<file path="config.mk">
export PLATFORM = sky130hd
export DESIGN_NAME = tmr_timer16
export DESIGN_NICKNAME = d
export VERILOG_FILES = /design/src/common/tmr_pkg.sv /design/src/logic/tmr_prescaler.sv /design/src/logic/tmr_out_unit.sv /design/src/logic/tmr_timer16.sv
export SDC_FILE = /design/constraint.sdc
export NUM_CORES = 1
export LEC_CHECK = 0
export CELL_PAD_IN_SITES_DETAIL_PLACEMENT = 0
export CELL_PAD_IN_SITES_GLOBAL_PLACEMENT = 1
export CORE_AREA = 2 2 144 132
export CTS_CLUSTER_SIZE = 16
export DETAILED_ROUTE_END_ITERATION = 8
export DIE_AREA = 0 0 146 134
export DONT_BUFFER_PORTS = 1
export PLACE_DENSITY = 0.81
export SLEW_MARGIN = 40
export SYNTH_ARGS = -nofsm -noshare
export SYNTH_HDL_FRONTEND = slang
export SYNTH_SLANG_ARGS = --single-unit
</file>
<file path="constraint.sdc">
create_clock -name clk_i -period 12.28 [get_ports clk_i]
set_input_delay 1.842 -clock clk_i [delete_from_list [all_inputs] [get_ports clk_i]]
set_output_delay 1.842 -clock clk_i [all_outputs]
set_load 0.01 [all_outputs]
</file>
<file path="src/common/tmr_pkg.sv">
// tmr_pkg: constants, mode codes and carrier structs for the 16-bit timer
// assumes: included before every tmr_ design file; no imports are used
package tmr_pkg;
   // ------------------------------------------------------------
   // register map (word offsets in bytes)
   // ------------------------------------------------------------
   localparam logic [3:0] ADDR_CTRL = 4'h0;
   localparam logic [3:0] ADDR_COUNT = 4'h4;
   localparam logic [3:0] ADDR_CMPA = 4'h8;
   localparam logic [3:0] ADDR_CMPB = 4'hC;
   localparam logic [4:0] ADDR_CAPT = 5'h10;
   localparam logic [4:0] ADDR_FLAGS = 5'h14;
   localparam logic [4:0] ADDR_LAST = 5'h14;
   // ------------------------------------------------------------
   // control field positions
   // ------------------------------------------------------------
   localparam int CTRL_MODE_LSB = 0;
   localparam int CTRL_ACTA_LSB = 4;
   localparam int CTRL_ACTB_LSB = 6;
   localparam int CTRL_PRE_LSB = 8;
   localparam int CTRL_DIRA_BIT = 11;
   localparam int CTRL_DIRB_BIT = 12;
   localparam int CTRL_FORCEA_BIT = 13;
   localparam int CTRL_FORCEB_BIT = 14;
   localparam logic [31:0] CTRL_RESET = 32'h0000_0000;
   // ------------------------------------------------------------
   // flag positions
   // ------------------------------------------------------------
   localparam int FLAG_OVF_BIT = 0;
   localparam int FLAG_CMPA_BIT = 1;
   localparam int FLAG_CMPB_BIT = 2;
   localparam int FLAG_CAPT_BIT = 3;
   // ------------------------------------------------------------
   // counter values
   // ------------------------------------------------------------
   localparam logic [15:0] CNT_BOTTOM = 16'h0000;
   localparam logic [15:0] CNT_MAX = 16'hFFFF;
   localparam logic [15:0] TOP_8BIT = 16'h00FF;
   localparam logic [15:0] TOP_9BIT = 16'h01FF;
   localparam logic [15:0] TOP_10BIT = 16'h03FF;
   // ------------------------------------------------------------
   // prescaler divides
   // ------------------------------------------------------------
   localparam logic [10:0] DIV_8 = 11'h008;
   localparam logic [10:0] DIV_64 = 11'h040;
   localparam logic [10:0] DIV_256 = 11'h100;
   localparam logic [10:0] DIV_1024 = 11'h400;
   // ------------------------------------------------------------
   // types
   // ------------------------------------------------------------
   typedef enum logic [3:0] {
      WGM_NORMAL = 4'b0000,
      WGM_CTC_CMPA = 4'b0100,
      WGM_FAST8 = 4'b0101,
      WGM_FAST9 = 4'b0110,
      WGM_FAST10 = 4'b0111,
      WGM_CTC_CAPT = 4'b1100,
      WGM_FAST_CAPT = 4'b1110,
      WGM_FAST_CMPA = 4'b1111
   } tmr_wgm_e;
   typedef enum logic [1:0] {
      ACT_NONE = 2'b00,
      ACT_TOGGLE = 2'b01,
      ACT_CLEAR = 2'b10,
      ACT_SET = 2'b11
   } tmr_act_e;
   typedef enum logic [2:0] {
      PRE_STOP = 3'b000,
      PRE_DIV1 = 3'b001,
      PRE_DIV8 = 3'b010,
      PRE_DIV64 = 3'b011,
      PRE_DIV256 = 3'b100,
      PRE_DIV1024 = 3'b101
   } tmr_pre_e;
   typedef struct packed {
      logic [3:0] waveform_mode_select;
      logic [1:0] compare_a_output_action;
      logic [1:0] compare_b_output_action;
      logic [2:0] prescale;
      logic dir_a;
      logic dir_b;
   } tmr_ctrl_s;
   typedef struct packed {
      logic at_top;
      logic at_wrap;
      logic fast_pwm;
      logic fixed_top;
      logic [15:0] top;
   } tmr_tim_s;
endpackage : tmr_pkg

</file>
<file path="src/logic/tmr_prescaler.sv">
// tmr_prescaler: turns the I/O clock into timer ticks
// assumes: one clock, synchronous reset, select from a register
`timescale 1ns/1ps
module tmr_prescaler (
   input wire logic clk_i,
   input wire logic rst_i,
   input wire logic [2:0] sel_i,
   output logic tick_o
);
   logic [10:0] div_reg;
   logic [10:0] div_next;
   logic [10:0] limit;

   // ------------------------------------------------------------
   // divide selection
   // ------------------------------------------------------------
   assign limit = (sel_i == tmr_pkg::PRE_DIV8) ? tmr_pkg::DIV_8 :
                  (sel_i == tmr_pkg::PRE_DIV64) ? tmr_pkg::DIV_64 :
                  (sel_i == tmr_pkg::PRE_DIV256) ? tmr_pkg::DIV_256 :
                  (sel_i == tmr_pkg::PRE_DIV1024) ? tmr_pkg::DIV_1024 : 11'h001;
   assign div_next = (div_reg + 11'h001 >= limit) ? 11'h000 : div_reg + 11'h001;
   assign tick_o = (sel_i == tmr_pkg::PRE_DIV1) ||
                   ((sel_i >= tmr_pkg::PRE_DIV8) && (sel_i <= tmr_pkg::PRE_DIV1024) &&
                    (div_reg + 11'h001 >= limit));

   always_ff @(posedge clk_i) begin
      if (rst_i || sel_i == tmr_pkg::PRE_STOP) begin
         div_reg <= 11'h000;
      end else begin
         div_reg <= div_next;
      end
   end
endmodule : tmr_prescaler

</file>
<file path="src/logic/tmr_out_unit.sv">
// tmr_out_unit: one compare output latch and pin driver
// assumes: match and timing strobes come from tmr_timer16 on the same clock
`timescale 1ns/1ps
module tmr_out_unit (
   input wire logic clk_i,
   input wire logic rst_i,
   input wire logic tick_i,
   input wire logic match_i,
   input wire logic force_i,
   input wire logic [1:0] action_i,
   input wire logic dir_i,
   input wire tmr_pkg::tmr_tim_s tim_i,
   output logic pin_o,
   output logic pin_oe_o,
   output logic state_o
);
   logic oc_reg;
   logic oc_next;
   logic nonpwm_next;
   logic pwm_next;

   // ------------------------------------------------------------
   // action decode
   // ------------------------------------------------------------
   assign nonpwm_next = (action_i == tmr_pkg::ACT_TOGGLE) ? ~oc_reg :
                        (action_i == tmr_pkg::ACT_CLEAR) ? 1'b0 :
                        (action_i == tmr_pkg::ACT_SET) ? 1'b1 : oc_reg;
   // top-to-bottom restores polarity unless match at top holds it
   assign pwm_next = (match_i && !tim_i.at_top) ? (action_i == tmr_pkg::ACT_CLEAR) :
                     (tim_i.at_top && !match_i) ? (action_i == tmr_pkg::ACT_SET) :
                     (tim_i.at_top && match_i) ? (action_i == tmr_pkg::ACT_CLEAR) : oc_reg;
   // toggle in fast pwm only with compare a as top
   assign oc_next = (!tim_i.fast_pwm) ? (match_i ? nonpwm_next : oc_reg) :
                    (action_i[1]) ? pwm_next :
                    (action_i == tmr_pkg::ACT_TOGGLE && !tim_i.fixed_top && match_i) ? ~oc_reg : oc_reg;

   always_ff @(posedge clk_i) begin
      if (rst_i) begin
         oc_reg <= 1'b0;
      end else if (force_i && !tim_i.fast_pwm) begin
         oc_reg <= nonpwm_next;
      end else if (tick_i) begin
         oc_reg <= oc_next;
      end
   end

   // pin always shows latch; direction drives only the output enable
   assign pin_o = oc_reg;
   assign pin_oe_o = dir_i;
   assign state_o = oc_reg;
endmodule : tmr_out_unit

</file>
<file path="src/logic/tmr_timer16.sv">
// tmr_timer16: 16-bit timer with normal, clear-on-match and fast pwm modes
// assumes: classic wishbone slave on clk_i, synchronous active high reset
`timescale 1ns/1ps
module tmr_timer16 (
   input wire logic clk_i,
   input wire logic rst_i,
   input wire logic cyc_i,
   input wire logic stb_i,
   input wire logic we_i,
   input wire logic [4:0] adr_i,
   input wire logic [3:0] sel_i,
   input wire logic [31:0] dat_i,
   output logic [31:0] dat_o,
   output logic ack_o,
   output logic err_o,
   output logic compare_a_output_pin_o,
   output logic compare_a_output_pin_oe_o,
   output logic compare_b_output_pin_o,
   output logic compare_b_output_pin_oe_o
);
   // ------------------------------------------------------------
   // state
   // ------------------------------------------------------------
   logic [31:0] ctrl_reg;
   logic [15:0] counter_value_reg;
   logic [15:0] counter_value_next;
   logic [15:0] cmpa_active_reg;
   logic [15:0] cmpa_buf_reg;
   logic [15:0] cmpb_reg;
   logic [15:0] capture_value_reg;
   logic overflow_flag_reg;
   logic compare_a_flag_reg;
   logic compare_b_flag_reg;
   logic capture_flag_reg;
   logic block_reg;
   logic ack_reg;
   logic err_reg;
   logic [31:0] dat_reg;
   logic [31:0] rd_next;

   // ------------------------------------------------------------
   // bus decode
   // ------------------------------------------------------------
   logic req;
   logic hit;
   logic wr;
   logic wr_ctrl;
   logic wr_count;
   logic wr_cmpa;
   logic wr_cmpb;
   logic wr_capt;
   logic wr_flags;
   logic [31:0] wmask;
   logic [31:0] wdat_ctrl;
   logic [15:0] wdat_count;
   logic [15:0] wdat_cmpa;
   logic [15:0] wdat_cmpb;
   logic [15:0] wdat_capt;
   logic [15:0] res_mask;

   assign req = cyc_i && stb_i && !ack_reg && !err_reg;
   assign hit = (adr_i[1:0] == 2'b00) && (adr_i <= tmr_pkg::ADDR_LAST);
   // write lands at the edge where the master samples ack high
   assign wr = cyc_i && stb_i && ack_reg && hit && we_i;
   assign wr_ctrl = wr && (adr_i == {1'b0, tmr_pkg::ADDR_CTRL});
   assign wr_count = wr && (adr_i == {1'b0, tmr_pkg::ADDR_COUNT});
   assign wr_cmpa = wr && (adr_i == {1'b0, tmr_pkg::ADDR_CMPA});
   assign wr_cmpb = wr && (adr_i == {1'b0, tmr_pkg::ADDR_CMPB});
   assign wr_capt = wr && (adr_i == tmr_pkg::ADDR_CAPT);
   assign wr_flags = wr && (adr_i == tmr_pkg::ADDR_FLAGS);
   assign wmask = {{8{sel_i[3]}}, {8{sel_i[2]}}, {8{sel_i[1]}}, {8{sel_i[0]}}};
   assign wdat_ctrl = (ctrl_reg & ~wmask) | (dat_i & wmask);
   assign wdat_count = (counter_value_reg & ~wmask[15:0]) | (dat_i[15:0] & wmask[15:0]);
   assign wdat_cmpa = ((cmpa_buf_reg & ~wmask[15:0]) | (dat_i[15:0] & wmask[15:0])) & res_mask;
   assign wdat_cmpb = ((cmpb_reg & ~wmask[15:0]) | (dat_i[15:0] & wmask[15:0])) & res_mask;
   assign wdat_capt = (capture_value_reg & ~wmask[15:0]) | (dat_i[15:0] & wmask[15:0]);

   // ------------------------------------------------------------
   // control fields
   // ------------------------------------------------------------
   tmr_pkg::tmr_ctrl_s ctrl;
   tmr_pkg::tmr_wgm_e mode;

   assign ctrl.waveform_mode_select = ctrl_reg[tmr_pkg::CTRL_MODE_LSB +: 4];
   assign ctrl.compare_a_output_action = ctrl_reg[tmr_pkg::CTRL_ACTA_LSB +: 2];
   assign ctrl.compare_b_output_action = ctrl_reg[tmr_pkg::CTRL_ACTB_LSB +: 2];
   assign ctrl.prescale = ctrl_reg[tmr_pkg::CTRL_PRE_LSB +: 3];
   assign ctrl.dir_a = ctrl_reg[tmr_pkg::CTRL_DIRA_BIT];
   assign ctrl.dir_b = ctrl_reg[tmr_pkg::CTRL_DIRB_BIT];
   assign mode = tmr_pkg::tmr_wgm_e'(ctrl.waveform_mode_select);

   // ------------------------------------------------------------
   // top selection
   // ------------------------------------------------------------
   logic is_fast;
   logic is_ctc;
   logic top_is_cmpa;
   logic top_is_capt;
   logic [15:0] top_val;
   logic tick;
   tmr_pkg::tmr_tim_s tim;

   assign is_fast = (mode == tmr_pkg::WGM_FAST8) || (mode == tmr_pkg::WGM_FAST9) ||
                    (mode == tmr_pkg::WGM_FAST10) || (mode == tmr_pkg::WGM_FAST_CAPT) ||
                    (mode == tmr_pkg::WGM_FAST_CMPA);
   assign is_ctc = (mode == tmr_pkg::WGM_CTC_CMPA) || (mode == tmr_pkg::WGM_CTC_CAPT);
   assign top_is_cmpa = (mode == tmr_pkg::WGM_CTC_CMPA) || (mode == tmr_pkg::WGM_FAST_CMPA);
   assign top_is_capt = (mode == tmr_pkg::WGM_CTC_CAPT) || (mode == tmr_pkg::WGM_FAST_CAPT);
   assign top_val = (mode == tmr_pkg::WGM_FAST8) ? tmr_pkg::TOP_8BIT :
                    (mode == tmr_pkg::WGM_FAST9) ? tmr_pkg::TOP_9BIT :
                    (mode == tmr_pkg::WGM_FAST10) ? tmr_pkg::TOP_10BIT :
                    top_is_cmpa ? cmpa_active_reg :
                    top_is_capt ? capture_value_reg : tmr_pkg::CNT_MAX;
   assign res_mask = (mode == tmr_pkg::WGM_FAST8) ? tmr_pkg::TOP_8BIT :
                     (mode == tmr_pkg::WGM_FAST9) ? tmr_pkg::TOP_9BIT :
                     (mode == tmr_pkg::WGM_FAST10) ? tmr_pkg::TOP_10BIT : tmr_pkg::CNT_MAX;

   // ------------------------------------------------------------
   // match detection
   // ------------------------------------------------------------
   logic at_top;
   logic at_max;
   logic match_a;
   logic match_b;
   logic clear_cnt;
   logic ovf_set;
   logic cmpa_set;
   logic capt_set;
   logic force_a;
   logic force_b;
   logic force_a_reg;
   logic force_b_reg;

   // exact equality only: a top below the count is missed
   assign at_top = (counter_value_reg == top_val) && !block_reg && (is_fast || is_ctc);
   assign at_max = (counter_value_reg == tmr_pkg::CNT_MAX);
   assign match_a = (counter_value_reg == cmpa_active_reg) && !block_reg;
   assign match_b = (counter_value_reg == cmpb_reg) && !block_reg;
   assign clear_cnt = at_top;
   // overflow at wrap in normal/ctc, at top in fast pwm
   assign ovf_set = tick && (is_fast ? at_top : at_max);
   assign cmpa_set = tick && match_a;
   assign capt_set = tick && top_is_capt && at_top;
   assign force_a = wr_ctrl && sel_i[1] && dat_i[tmr_pkg::CTRL_FORCEA_BIT];
   assign force_b = wr_ctrl && sel_i[1] && dat_i[tmr_pkg::CTRL_FORCEB_BIT];

   assign tim.at_top = at_top;
   assign tim.at_wrap = at_max;
   assign tim.fast_pwm = is_fast;
   assign tim.fixed_top = (mode != tmr_pkg::WGM_FAST_CMPA);
   assign tim.top = top_val;

   assign counter_value_next = clear_cnt ? tmr_pkg::CNT_BOTTOM : counter_value_reg + 16'h0001;

   // ------------------------------------------------------------
   // read mux
   // ------------------------------------------------------------
   assign rd_next = (adr_i == {1'b0, tmr_pkg::ADDR_CTRL}) ? ctrl_reg :
                    (adr_i == {1'b0, tmr_pkg::ADDR_COUNT}) ? {16'h0000, counter_value_reg} :
                    (adr_i == {1'b0, tmr_pkg::ADDR_CMPA}) ? {16'h0000, cmpa_buf_reg} :
                    (adr_i == {1'b0, tmr_pkg::ADDR_CMPB}) ? {16'h0000, cmpb_reg} :
                    (adr_i == tmr_pkg::ADDR_CAPT) ? {16'h0000, capture_value_reg} :
                    {28'h0000000, capture_flag_reg, compare_b_flag_reg, compare_a_flag_reg,
                     overflow_flag_reg};

   // ------------------------------------------------------------
   // submodules
   // ------------------------------------------------------------
   tmr_prescaler u_pre (
      .clk_i(clk_i),
      .rst_i(rst_i),
      .sel_i(ctrl.prescale),
      .tick_o(tick)
   );

   tmr_out_unit u_out_a (
      .clk_i(clk_i),
      .rst_i(rst_i),
      .tick_i(tick),
      .match_i(match_a),
      .force_i(force_a_reg),
      .action_i(ctrl.compare_a_output_action),
      .dir_i(ctrl.dir_a),
      .tim_i(tim),
      .pin_o(compare_a_output_pin_o),
      .pin_oe_o(compare_a_output_pin_oe_o),
      .state_o()
   );

   tmr_out_unit u_out_b (
      .clk_i(clk_i),
      .rst_i(rst_i),
      .tick_i(tick),
      .match_i(match_b),
      .force_i(force_b_reg),
      .action_i(ctrl.compare_b_output_action),
      .dir_i(ctrl.dir_b),
      .tim_i(tim),
      .pin_o(compare_b_output_pin_o),
      .pin_oe_o(compare_b_output_pin_oe_o),
      .state_o()
   );

   // ------------------------------------------------------------
   // counter and blocking
   // ------------------------------------------------------------
   always_ff @(posedge clk_i) begin
      if (rst_i) begin
         counter_value_reg <= tmr_pkg::CNT_BOTTOM;
      end else if (wr_count) begin
         counter_value_reg <= wdat_count;
      end else if (tick) begin
         counter_value_reg <= counter_value_next;
      end
   end

   // a counter write blocks matches until one tick has passed
   always_ff @(posedge clk_i) begin
      if (rst_i) begin
         block_reg <= 1'b0;
      end else if (wr_count) begin
         block_reg <= 1'b1;
      end else if (tick) begin
         block_reg <= 1'b0;
      end
   end

   // force strobe waits a cycle so the newly written action applies
   always_ff @(posedge clk_i) begin
      if (rst_i) begin
         force_a_reg <= 1'b0;
         force_b_reg <= 1'b0;
      end else begin
         force_a_reg <= force_a;
         force_b_reg <= force_b;
      end
   end

   // ------------------------------------------------------------
   // control and compare registers
   // ------------------------------------------------------------
   always_ff @(posedge clk_i) begin
      if (rst_i) begin
         ctrl_reg <= tmr_pkg::CTRL_RESET;
      end else if (wr_ctrl) begin
         ctrl_reg <= wdat_ctrl & 32'h0000_1FFF;
      end
   end

   always_ff @(posedge clk_i) begin
      if (rst_i) begin
         cmpa_buf_reg <= tmr_pkg::CNT_BOTTOM;
         cmpb_reg <= tmr_pkg::CNT_BOTTOM;
         capture_value_reg <= tmr_pkg::CNT_BOTTOM;
      end else begin
         if (wr_cmpa) begin
            cmpa_buf_reg <= wdat_cmpa;
         end
         if (wr_cmpb) begin
            cmpb_reg <= wdat_cmpb;
         end
         if (wr_capt) begin
            capture_value_reg <= wdat_capt;
         end
      end
   end

   // buffered in fast pwm, direct otherwise
   always_ff @(posedge clk_i) begin
      if (rst_i) begin
         cmpa_active_reg <= tmr_pkg::CNT_BOTTOM;
      end else if (!is_fast && wr_cmpa) begin
         cmpa_active_reg <= wdat_cmpa;
      end else if (!is_fast) begin
         cmpa_active_reg <= cmpa_buf_reg;
      end else if (tick && at_top) begin
         cmpa_active_reg <= cmpa_buf_reg;
      end
   end

   // ------------------------------------------------------------
   // flags: hardware set wins over write-one-to-clear
   // ------------------------------------------------------------
   always_ff @(posedge clk_i) begin
      if (rst_i) begin
         overflow_flag_reg <= 1'b0;
         compare_a_flag_reg <= 1'b0;
         compare_b_flag_reg <= 1'b0;
         capture_flag_reg <= 1'b0;
      end else begin
         overflow_flag_reg <= ovf_set | (overflow_flag_reg &
                              ~(wr_flags && sel_i[0] && dat_i[tmr_pkg::FLAG_OVF_BIT]));
         compare_a_flag_reg <= cmpa_set | (compare_a_flag_reg &
                               ~(wr_flags && sel_i[0] && dat_i[tmr_pkg::FLAG_CMPA_BIT]));
         compare_b_flag_reg <= (tick && match_b) | (compare_b_flag_reg &
                               ~(wr_flags && sel_i[0] && dat_i[tmr_pkg::FLAG_CMPB_BIT]));
         capture_flag_reg <= capt_set | (capture_flag_reg &
                             ~(wr_flags && sel_i[0] && dat_i[tmr_pkg::FLAG_CAPT_BIT]));
      end
   end

   // ------------------------------------------------------------
   // wishbone answer
   // ------------------------------------------------------------
   always_ff @(posedge clk_i) begin
      if (rst_i) begin
         ack_reg <= 1'b0;
         err_reg <= 1'b0;
         dat_reg <= 32'h0000_0000;
      end else begin
         ack_reg <= req && hit;
         err_reg <= req && !hit;
         if (req && hit && !we_i) begin
            dat_reg <= rd_next;
         end
      end
   end

   assign ack_o = ack_reg;
   assign err_o = err_reg;
   assign dat_o = dat_reg;
endmodule : tmr_timer16

</file>
==> impl_metrics.json, run 1 <==
{
  "status": "finished, final reports clean",
  "coreArea_mm2": 0.0181,
  "rows": 47,
  "grt-ovfl-total": 0,
  "wl_met1_um": 11900,
  "async_reset_ff_frac": 0,
  "clock-sinks": 131,
  "vias_per_cell": 6.28,
  "grt_pass1_vias": 7010,
  "holdWs_ns": 0.472,
  "cts_buffers": 17,
  "hold_buffers": 0,
  "clock.fmax_ghz": 0.217,
  "dieArea_mm2": 0.0196,
  "cp.arrival_ns": 4.94,
  "stdcell_count": 1201,
  "syn-cell-area_mm2": 0.00801,
  "final_area_mm2": 0.00869,
  "maxCapViolations": 0,
  "route.detailed.drc": 0,
  "dp_cells": 1169,
  "cp_cell_sequence": "buf_4, or4b_2, o311ai_0, xor2_1, or4_1, or4b_4, nor3_2, inv_1, ha_1, nand2b_1, a21boi_0, o21ai_0, o21ai_0, a211o_1, a21oi_1",
  "power_density_mw_per_mm2": 113,
  "cts-resized-gates": 0,
  "grt_max_degree": 100,
  "most-common-layout-cells": "dfxtp_1 (131), nor2_1 (100), nand2_1 (66)",
  "highest_layer": "met4",
  "worst-setup-path-type": "reg -> reg",
  "dieWidth_um": 146,
  "maxSlewHeadroom": 0.434,
  "syn-instance-count": 990,
  "cts_root_buffer": "clkbuf_16",
  "route.met2.wl_um": 11300,
  "io_pins": 84,
  "wl_um": 26100,
  "slowest_stage": "or4b_2",
  "rsz0062_at_grt": "false",
  "crit_path_max_fanout": 47,
  "hp-class": "reg -> reg",
  "postPlaceCellArea_mm2": 0.00806,
  "clkLatencyLatePin_ns": 0.43,
  "final_net_count": 1002,
  "cts_tree": "yes",
  "grt_pass1_wl_um": 40600,
  "setup_tns_ns": 0,
  "place_congestion": 0.878,
  "antenna_found_initial": 0,
  "seq_area_frac_synth": 0.327,
  "grt_util_all_layers": 0.266,
  "yosys.cell_types.count": 75,
  "end_kind": "flip-flop",
  "required_ns": 12.60,
  "die_height_um": 134,
  "dr.first_iter.drc_count": 834,
  "n_antenna_cell": 0,
  "startpoint_type": "flip-flop",
  "wl_per_cell_um": 21.7,
  "hp-start": "overflow_flag_reg",
  "fin_crit_ns": 4.62,
  "crit_top_cell": "o21ai_0",
  "clock_path_buffers": 2,
  "skew_ns": 0.0110,
  "final_layout_size_suffix_gt1_frac": 0.0732,
  "synthFlopType": "dfxtp_1",
  "timing.final.crit_share": 0.376,
  "via_count": 7537,
  "syn_area_per_cell_um2": 8.09,
  "finalSetupViolCount": 0,
  "h-tree-depth": 4,
  "ys_seq_elements": 131,
  "slowest_delay_ns": 0.70,
  "numPortBuffers": 0,
  "hpwl_um": 17900,
  "ir_drop_uv": 93.2,
  "final_common_cell": "dfxtp_1",
  "post-cts-setup-buffers": 0,
  "worstMarginPinSlew_ns": 0.846,
  "cellLeakagePower_nw": 3.15,
  "finalMaxSlewViolations": 0,
  "detail_route.first_pass.iterations": 5,
  "ys_warn_count": 0,
  "met3_length_um": 2200,
  "hold_viol": 0,
  "synth_edf_count": 0,
  "clk_pin_slew_worst_paths_ns": 0.06,
  "nFillCells": 1804,
  "ant_nets": 0,
  "start_util": 0.442,
  "syn_to_final_growth_pct": 8.47
}
==> final timing paths <==
check	to	slack (ns)	depth (start not counted)
worst min register to register	overflow_flag_reg	0.47	2
worst min-delay path	overflow_flag_reg	0.47	2
worst max-delay path	u_out_a.pin_o	7.66	15
worst max register to register	u_out_a.pin_o	7.66	15
==> routing by layer <==
metal	global-route usage	vias up
met5	0	-
met1	0.369	3582
met3	0.0609	49
met2	0.406	363
li1	-	3543
met4	0.0949	0
==> power by group <==
group | internal, W | total [W] | switching, W
clock | 0.000333 | 0.000542 | 0.000209
sequential | 0.000426 | 0.000427 | 0.000000969
combinational | 0.00000355 | 0.0000128 | 0.00000920
total | 0.000763 | 0.000982 | 0.000219
==> per-stage QoR <==
step / util / total power, W / setup slack (ns)
after floorplan: - / 0.000456 / 7.99
after global placement: 0.444 / 0.000449 / 7.30
after detailed placement: 0.445 / 0.000449 / 7.62
after CTS: 0.480 / 0.000986 / 7.67
after global routing: 0.480 / 0.00101 / 7.35
final: 0.480 / 0.000982 / 7.66
==> cells in the mapped netlist, drive strengths merged, types with 9 or more instances <==
master  number  area, um^2
a211oi      30         225
a21oi       51         255
a221oi      14         129
a22oi       17         128
a311oi       9        78.8
a31oi       12        75.1
and3        22         138
buf         31         195
clkbuf      65         244
dfxtp      131        2620
ha          13         163
inv         26        97.6
mux2i       45         450
nand2       66         248
nand2b      14        87.6
nand3       42         210
nor2       100         375
nor2b       17         106
nor3        19        95.1
nor3b       12        90.1
nor4        15        93.8
o21ai       46         230
o311a        9        90.1
xnor2       11        96.3
xor2        39         342
==> logic make-up (layout without fill, tap and decap cells) <==
kind of cell               count (synthesis)  after routing  synth area share
xor gates and xnor gates                  50             50            0.0547
other                                      1             16          0.000468
adders and majority gates                 13             13            0.0203
DFF                                      131            131             0.327
muxes                                     45             45            0.0562
buffers and inverters                    122             73            0.0670
AOI/OAI and AO/OA                        263            263             0.237
and+or+nand+nor                          365            365             0.237
==> worst max-delay path: cells and delay by family (launching register included) <==
kind / cells / cell delay [ns]
and+or+nand+nor: 5 / 2.35
AOI/OAI and AO/OA: 6 / 0.71
buffers and inverters: 2 / 0.66
adders and majority gates: 1 / 0.31
DFF: 1 / 0.30
xor gates and xnor gates: 1 / 0.15
==> area by class of cell <==
type	count	area [um^2]	share of cell area
clock buffers	19	453	0.0521
flip-flops and latches	131	2620	0.302
repair buffers	15	113	0.0130
well taps	245	307	0.0353
clock inverters	13	173	0.0199
inverters	26	97.6	0.0112
multi-input cells	752	4920	0.567
(Power assumes the default switching activity.)
==> run 2: changes to the inputs <==
--- a/config.mk
+++ b/config.mk
@@ -7,12 +7,12 @@
 export LEC_CHECK = 0
 export CELL_PAD_IN_SITES_DETAIL_PLACEMENT = 0
 export CELL_PAD_IN_SITES_GLOBAL_PLACEMENT = 1
-export CORE_AREA = 2 2 144 132
+export CORE_AREA = 2 2 146 134
 export CTS_CLUSTER_SIZE = 16
 export DETAILED_ROUTE_END_ITERATION = 8
-export DIE_AREA = 0 0 146 134
+export DIE_AREA = 0 0 148 136
 export DONT_BUFFER_PORTS = 1
-export PLACE_DENSITY = 0.81
+export PLACE_DENSITY = 0.82
 export SLEW_MARGIN = 40
 export SYNTH_ARGS = -nofsm -noshare
 export SYNTH_HDL_FRONTEND = slang
==> constraint.sdc (replaced) <==
create_clock -name clk_i -period 3.8 [get_ports clk_i]
set_input_delay 0.57 -clock clk_i [delete_from_list [all_inputs] [get_ports clk_i]]
set_output_delay 0.57 -clock clk_i [all_outputs]
set_load 0.01 [all_outputs]
==> run 2 against run 1 <==
Against the previous run:
- first-iteration DRC count up 12%
- critical path depth down 2
- combinational power rose to 3.2 times the previous value
- cell count up 2.9%
- count of clock-buffer cells in the layout down 2
- maximum frequency up 25%
- register-to-register slack worse by 7.6 ns
- hold slack worse by 0.26 ns
- sequential power rose to 3.2 times the previous value
- critical endpoint is now u_out_b.pin_o
- largest cell class unchanged
- highest routed layer unchanged
==> impl_metrics.json, run 2 (synthesis gave the netlist of run 1 again) <==
{
  "grt-ovfl-total": 0,
  "end_kind": "flip-flop",
  "worstMarginPinSlew_ns": 0.735,
  "startpoint_type": "flip-flop",
  "power_density_mw_per_mm2": 350,
  "final_layout_size_suffix_gt1_frac": 0.115,
  "grt_max_degree": 100,
  "required_ns": 4.16,
  "timing.final.crit_share": 0.971,
  "cts_tree": "yes",
  "finalMaxSlewViolations": 0,
  "hpwl_um": 18800,
  "p_seq_frac": 0.437,
  "wl_per_cell_um": 21.3,
  "place_congestion": 0.877,
  "ant_nets": 0,
  "cellLeakagePower_nw": 3.32,
  "coreArea_mm2": 0.0187,
  "wl_um": 26300,
  "clock_path_buffers": 2,
  "dieWidth_um": 148,
  "cp.arrival_ns": 4.05,
  "grt_pass1_vias": 6864,
  "grt_pass1_wl_um": 40200,
  "final_area_mm2": 0.00899,
  "io_pins": 84,
  "grt_util_all_layers": 0.260,
  "hp-start": "rst_i",
  "maxCapViolations": 0,
  "start_util": 0.427,
  "h-tree-depth": 4,
  "finalSetupViolCount": 0,
  "p_int_w": 0.00238,
  "clock-sinks": 131,
  "crit_path_max_fanout": 8,
  "fin_util": 0.480,
  "ir_drop_uv": 326,
  "cts_root_buffer": "clkbuf_16",
  "dieArea_mm2": 0.0201,
  "combPwrFrac": 0.013,
  "hp-class": "in -> reg",
  "n_antenna_cell": 0,
  "skew_ns": 0.00921,
  "hold_buffers": 0,
  "clk_pin_slew_worst_paths_ns": 0.06,
  "route.detailed.drc": 0,
  "p_clk_frac": 0.550,
  "status": "finished, final reports clean",
  "final_common_cell": "dfxtp_1",
  "detail_route.first_pass.iterations": 5,
  "final_net_count": 1032,
  "clkLatencyLatePin_ns": 0.43,
  "syn_to_final_growth_pct": 12.3,
  "fin_crit_ns": 3.69,
  "switchingPower_w": 0.000764,
  "dr.first_iter.drc_count": 936,
  "hold_viol": 0,
  "via_count": 7647,
  "antenna_found_initial": 1,
  "die_height_um": 136,
  "cts_buffers": 17,
  "postPlaceCellArea_mm2": 0.00827,
  "fin_ws_ns": 0.109,
  "vias_per_cell": 6.19,
  "dp_worst_setup_slack_ns": 0.00739,
  "clock.fmax_ghz": 0.271,
  "numPortBuffers": 0,
  "most-common-layout-cells": "dfxtp_1 (128), nor2_1 (100), nand2_1 (66)",
  "maxSlewHeadroom": 0.508,
  "worst-setup-path-type": "reg -> reg",
  "rows": 48,
  "sw_frac_of_total": 0.243
}
run 2: changes by cell type in the layout (fill, tap and decap cells not counted), sizes merged:
cell	previous run	this run
inv	29	34
clkinv	6	3
clkinvlp	1	2
bufinv	3	2
clkbuf	19	17
buf	15	45
run 2: area by class of cell:
cell class | count | area, um^2
Clock buffer | 17 | 425
Clock inverter | 15 | 189
Fill cell | 1883 | 9750
Inverter | 26 | 97.6
Multi-Input combinational cell | 752 | 4990
Sequential cell | 131 | 2630
Tap cell | 250 | 313
Timing Repair Buffer | 45 | 342
run 2: per-stage QoR:
step	hold slack [ns]	instances	TNS [ns]	total power, W
after floorplan	0.431	1005	0	0.00147
after global placement	0.445	1200	0	0.00145
after detailed placement	0.460	1200	0	0.00145
after CTS	0.196	1232	0	0.00317
after global routing	0.200	1236	-0.0308	0.00323
final	0.210	1236	0	0.00315
run 2: routing by layer:
layer / GRT usage / vias to the layer above / part of all wire
met4: 0.0926 / 0 / 0.025
met5: 0 / - / 0
met1: 0.366 / 3658 / 0.45
li1: - / 3602 / -
met3: 0.0691 / 52 / 0.092
met2: 0.384 / 335 / 0.43
run 2: worst paths after layout:
check | end | slack (ns) | cells past startpoint
worst min register to register | capture_flag_reg | 0.48 | 2
worst min-delay path | flip-flop | 0.21 | 1
worst max-delay path | u_out_b.pin_o | 0.11 | 13
worst max register to register | u_out_b.pin_o | 0.11 | 13
run 2: what timing repair did:
action                     4_1_cts  5_1_grt
gates resized for setup          0       21
pin swaps                        1       10
setup endpoints to repair        2        9
buffers inserted                 0        4
run 2: critical path, stage by stage, from the launching register on:
cell and delay, ns:
dfxtp_4 0.37, or3_4 0.41, o221ai_2 0.18, xnor2_1 0.11
or4_1 0.53, or4b_4 0.57, nor3_4 0.32, buf_4 0.17
ha_1 0.22, nand2b_1 0.07, nand3_1 0.07, a22o_1 0.22
a211o_1 0.25, a21oi_1 0.12
run 2: power groups by stage:
stage	registers (W)	logic, W	clock network [W]
after floorplan	0.00141	0.0000649	0
after global placement	0.00141	0.0000399	0
after detailed placement	0.00141	0.0000400	0
after CTS	0.00138	0.0000402	0.00175
after global routing	0.00138	0.0000451	0.00181
final	0.00138	0.0000413	0.00173
==> run 3: changes to the inputs <==
--- a/config.mk
+++ b/config.mk
@@ -7,12 +7,13 @@
 export LEC_CHECK = 0
 export CELL_PAD_IN_SITES_DETAIL_PLACEMENT = 0
 export CELL_PAD_IN_SITES_GLOBAL_PLACEMENT = 1
-export CORE_AREA = 2 2 146 134
+export CORE_AREA = 2 2 144 132
 export CTS_CLUSTER_SIZE = 16
 export DETAILED_ROUTE_END_ITERATION = 8
-export DIE_AREA = 0 0 148 136
+export DIE_AREA = 0 0 146 134
 export DONT_BUFFER_PORTS = 1
-export PLACE_DENSITY = 0.82
+export MAX_ROUTING_LAYER = met4
+export PLACE_DENSITY = 0.81
 export SLEW_MARGIN = 40
 export SYNTH_ARGS = -nofsm -noshare
 export SYNTH_HDL_FRONTEND = slang
==> constraint.sdc (replaced) <==
create_clock -name clk_i -period 4.1 [get_ports clk_i]
set_input_delay 0.615 -clock clk_i [delete_from_list [all_inputs] [get_ports clk_i]]
set_output_delay 0.615 -clock clk_i [all_outputs]
set_load 0.01 [all_outputs]
==> run 3 against run 2 <==
Against the previous run:
- setup slack improved by 0.17 ns
- combinational power fell by 4%
- hold slack improved by 0.054 ns
- register-to-register slack improved by 0.17 ns
- non-clock buffer count fell by 13
- highest routed layer unchanged
- final area fell by 1.9%
- sequential power fell by 7%
- via count fell by 1.0%
- sequential share of layout area rose by 0.48 points
==> impl_metrics.json, run 3 (synthesis gave the netlist of run 1 again) <==
{
  "clkLatencyLatePin_ns": 0.43,
  "wl_um": 26200,
  "switchingPower_w": 0.000654,
  "coreArea_mm2": 0.0181,
  "p_seq_frac": 0.431,
  "setup_tns_ns": 0,
  "grt-ovfl-total": 0,
  "combPwrFrac": 0.013,
  "rows": 47,
  "p_int_w": 0.00231,
  "hold_viol": 0,
  "hp-class": "in -> reg",
  "place_congestion": 0.937,
  "io_pins": 84,
  "dieWidth_um": 146,
  "antenna_found_initial": 0,
  "timing.final.crit_share": 0.931,
  "die_height_um": 134,
  "hpwl_um": 18600,
  "cp.arrival_ns": 4.17,
  "cts_buffers": 17,
  "wl_per_cell_um": 21.5,
  "cellLeakagePower_nw": 3.24,
  "grt_pass1_vias": 6823,
  "clock-sinks": 131,
  "clock_path_buffers": 2,
  "h-tree-depth": 4,
  "rsz0062_at_grt": "false",
  "clock.fmax_ghz": 0.262,
  "finalMaxSlewViolations": 0,
  "cts_tree": "yes",
  "vias_per_cell": 6.22,
  "detail_route.first_pass.iterations": 5,
  "final_common_cell": "dfxtp_1",
  "clk_pin_slew_worst_paths_ns": 0.06,
  "finalSetupViolCount": 0,
  "via_count": 7567,
  "fin_crit_ns": 3.82,
  "final_layout_size_suffix_gt1_frac": 0.0905,
  "final_net_count": 1019,
  "numPortBuffers": 0,
  "cts_root_buffer": "clkbuf_16",
  "startpoint_type": "flip-flop",
  "crit_path_max_fanout": 25,
  "nFillCells": 1811,
  "ant_nets": 0,
  "maxSlewHeadroom": 0.427,
  "grt_util_all_layers": 0.273,
  "sw_frac_of_total": 0.221,
  "dieArea_mm2": 0.0196,
  "required_ns": 4.45,
  "start_util": 0.442,
  "syn_to_final_growth_pct": 10.1,
  "grt_max_degree": 100,
  "n_antenna_cell": 0,
  "dp_worst_setup_slack_ns": 0.155,
  "fin_ws_ns": 0.282,
  "status": "finished, final reports clean",
  "ir_drop_uv": 273,
  "maxCapViolations": 0,
  "worst-setup-path-type": "reg -> reg",
  "skew_ns": 0.0113,
  "end_kind": "flip-flop",
  "worstMarginPinSlew_ns": 0.852,
  "power_density_mw_per_mm2": 336,
  "hold_buffers": 0,
  "dr.first_iter.drc_count": 752,
  "route.detailed.drc": 0,
  "p_clk_frac": 0.556,
  "most-common-layout-cells": "dfxtp_1 (128), nor2_1 (100), nand2_1 (66)",
  "grt_pass1_wl_um": 40400
}
[run 3: critical path: stages, from the launching register on]
cell      delay, ns
dfxtp_2        0.45
buf_4          0.18
buf_4          0.26
nand3_1        0.20
o221ai_1       0.39
xnor2_1        0.13
a211oi_1       0.52
a21o_1         0.28
nor3_2         0.07
buf_4          0.18
inv_1          0.10
ha_1           0.14
nand2b_1       0.11
a21boi_0       0.07
o21ai_0        0.19
o21ai_0        0.10
a211o_1        0.23
a21oi_1        0.13
[run 3: worst paths after layout]
path,start,slack (ns),endpoint,depth (start not counted)
worst max-delay path,flip-flop,0.28,u_out_a.pin_o,17
worst min-delay path,rst_i,0.26,u_out_b.pin_o,1
worst max register to register,flip-flop,0.28,u_out_a.pin_o,17
worst min register to register,capture_flag_reg,0.47,capture_flag_reg,2
[run 3: area by class of cell]
cell class	count	area, um^2	share of cell area
flip-flops and latches	131	2630	0.298
well taps	245	307	0.0348
clock buffers	17	425	0.0482
clock inverters	14	201	0.0228
multi-input cells	752	4920	0.558
repair buffers	32	240	0.0272
inverters	26	97.6	0.0111
[run 3: repair_timing]
item                                   in CTS  in global routing
setup endpoints to repair                   0                  2
buffers inserted                            0                  0
endpoints found under the hold margin       0                  0
resized for setup                           0                  4
[run 3: layer usage]
metal  track usage  vias up  wire, um  share of wire
met5             -        -         0              0
met4        0.0868        0       646          0.025
met3        0.0663       38      2500          0.096
met2         0.393      379     11300           0.43
met1         0.378     3575     11700           0.45
li1              -     3575         -              -
[run 3: metrics by stage]
stage	std cells	area [um^2]	hold slack, ns	power (W)	utilization
floorplan	1005	8070	0.431	0.00137	-
global placement	1186	8190	0.449	0.00134	0.452
detailed placement	1186	8190	0.444	0.00134	0.452
CTS	1217	8810	0.252	0.00298	0.487
global route	1217	8820	0.244	0.00304	0.487
finish	1217	8820	0.264	0.00297	0.487
[run 3: power groups by stage]
stage | combinational (W) | sequential, W | clock [W]
after floorplan | 0.0000602 | 0.00131 | 0
after global placement | 0.0000383 | 0.00131 | 0
after detailed placement | 0.0000382 | 0.00131 | 0
after CTS | 0.0000385 | 0.00128 | 0.00166
after global routing | 0.0000426 | 0.00128 | 0.00172
final | 0.0000395 | 0.00128 | 0.00165
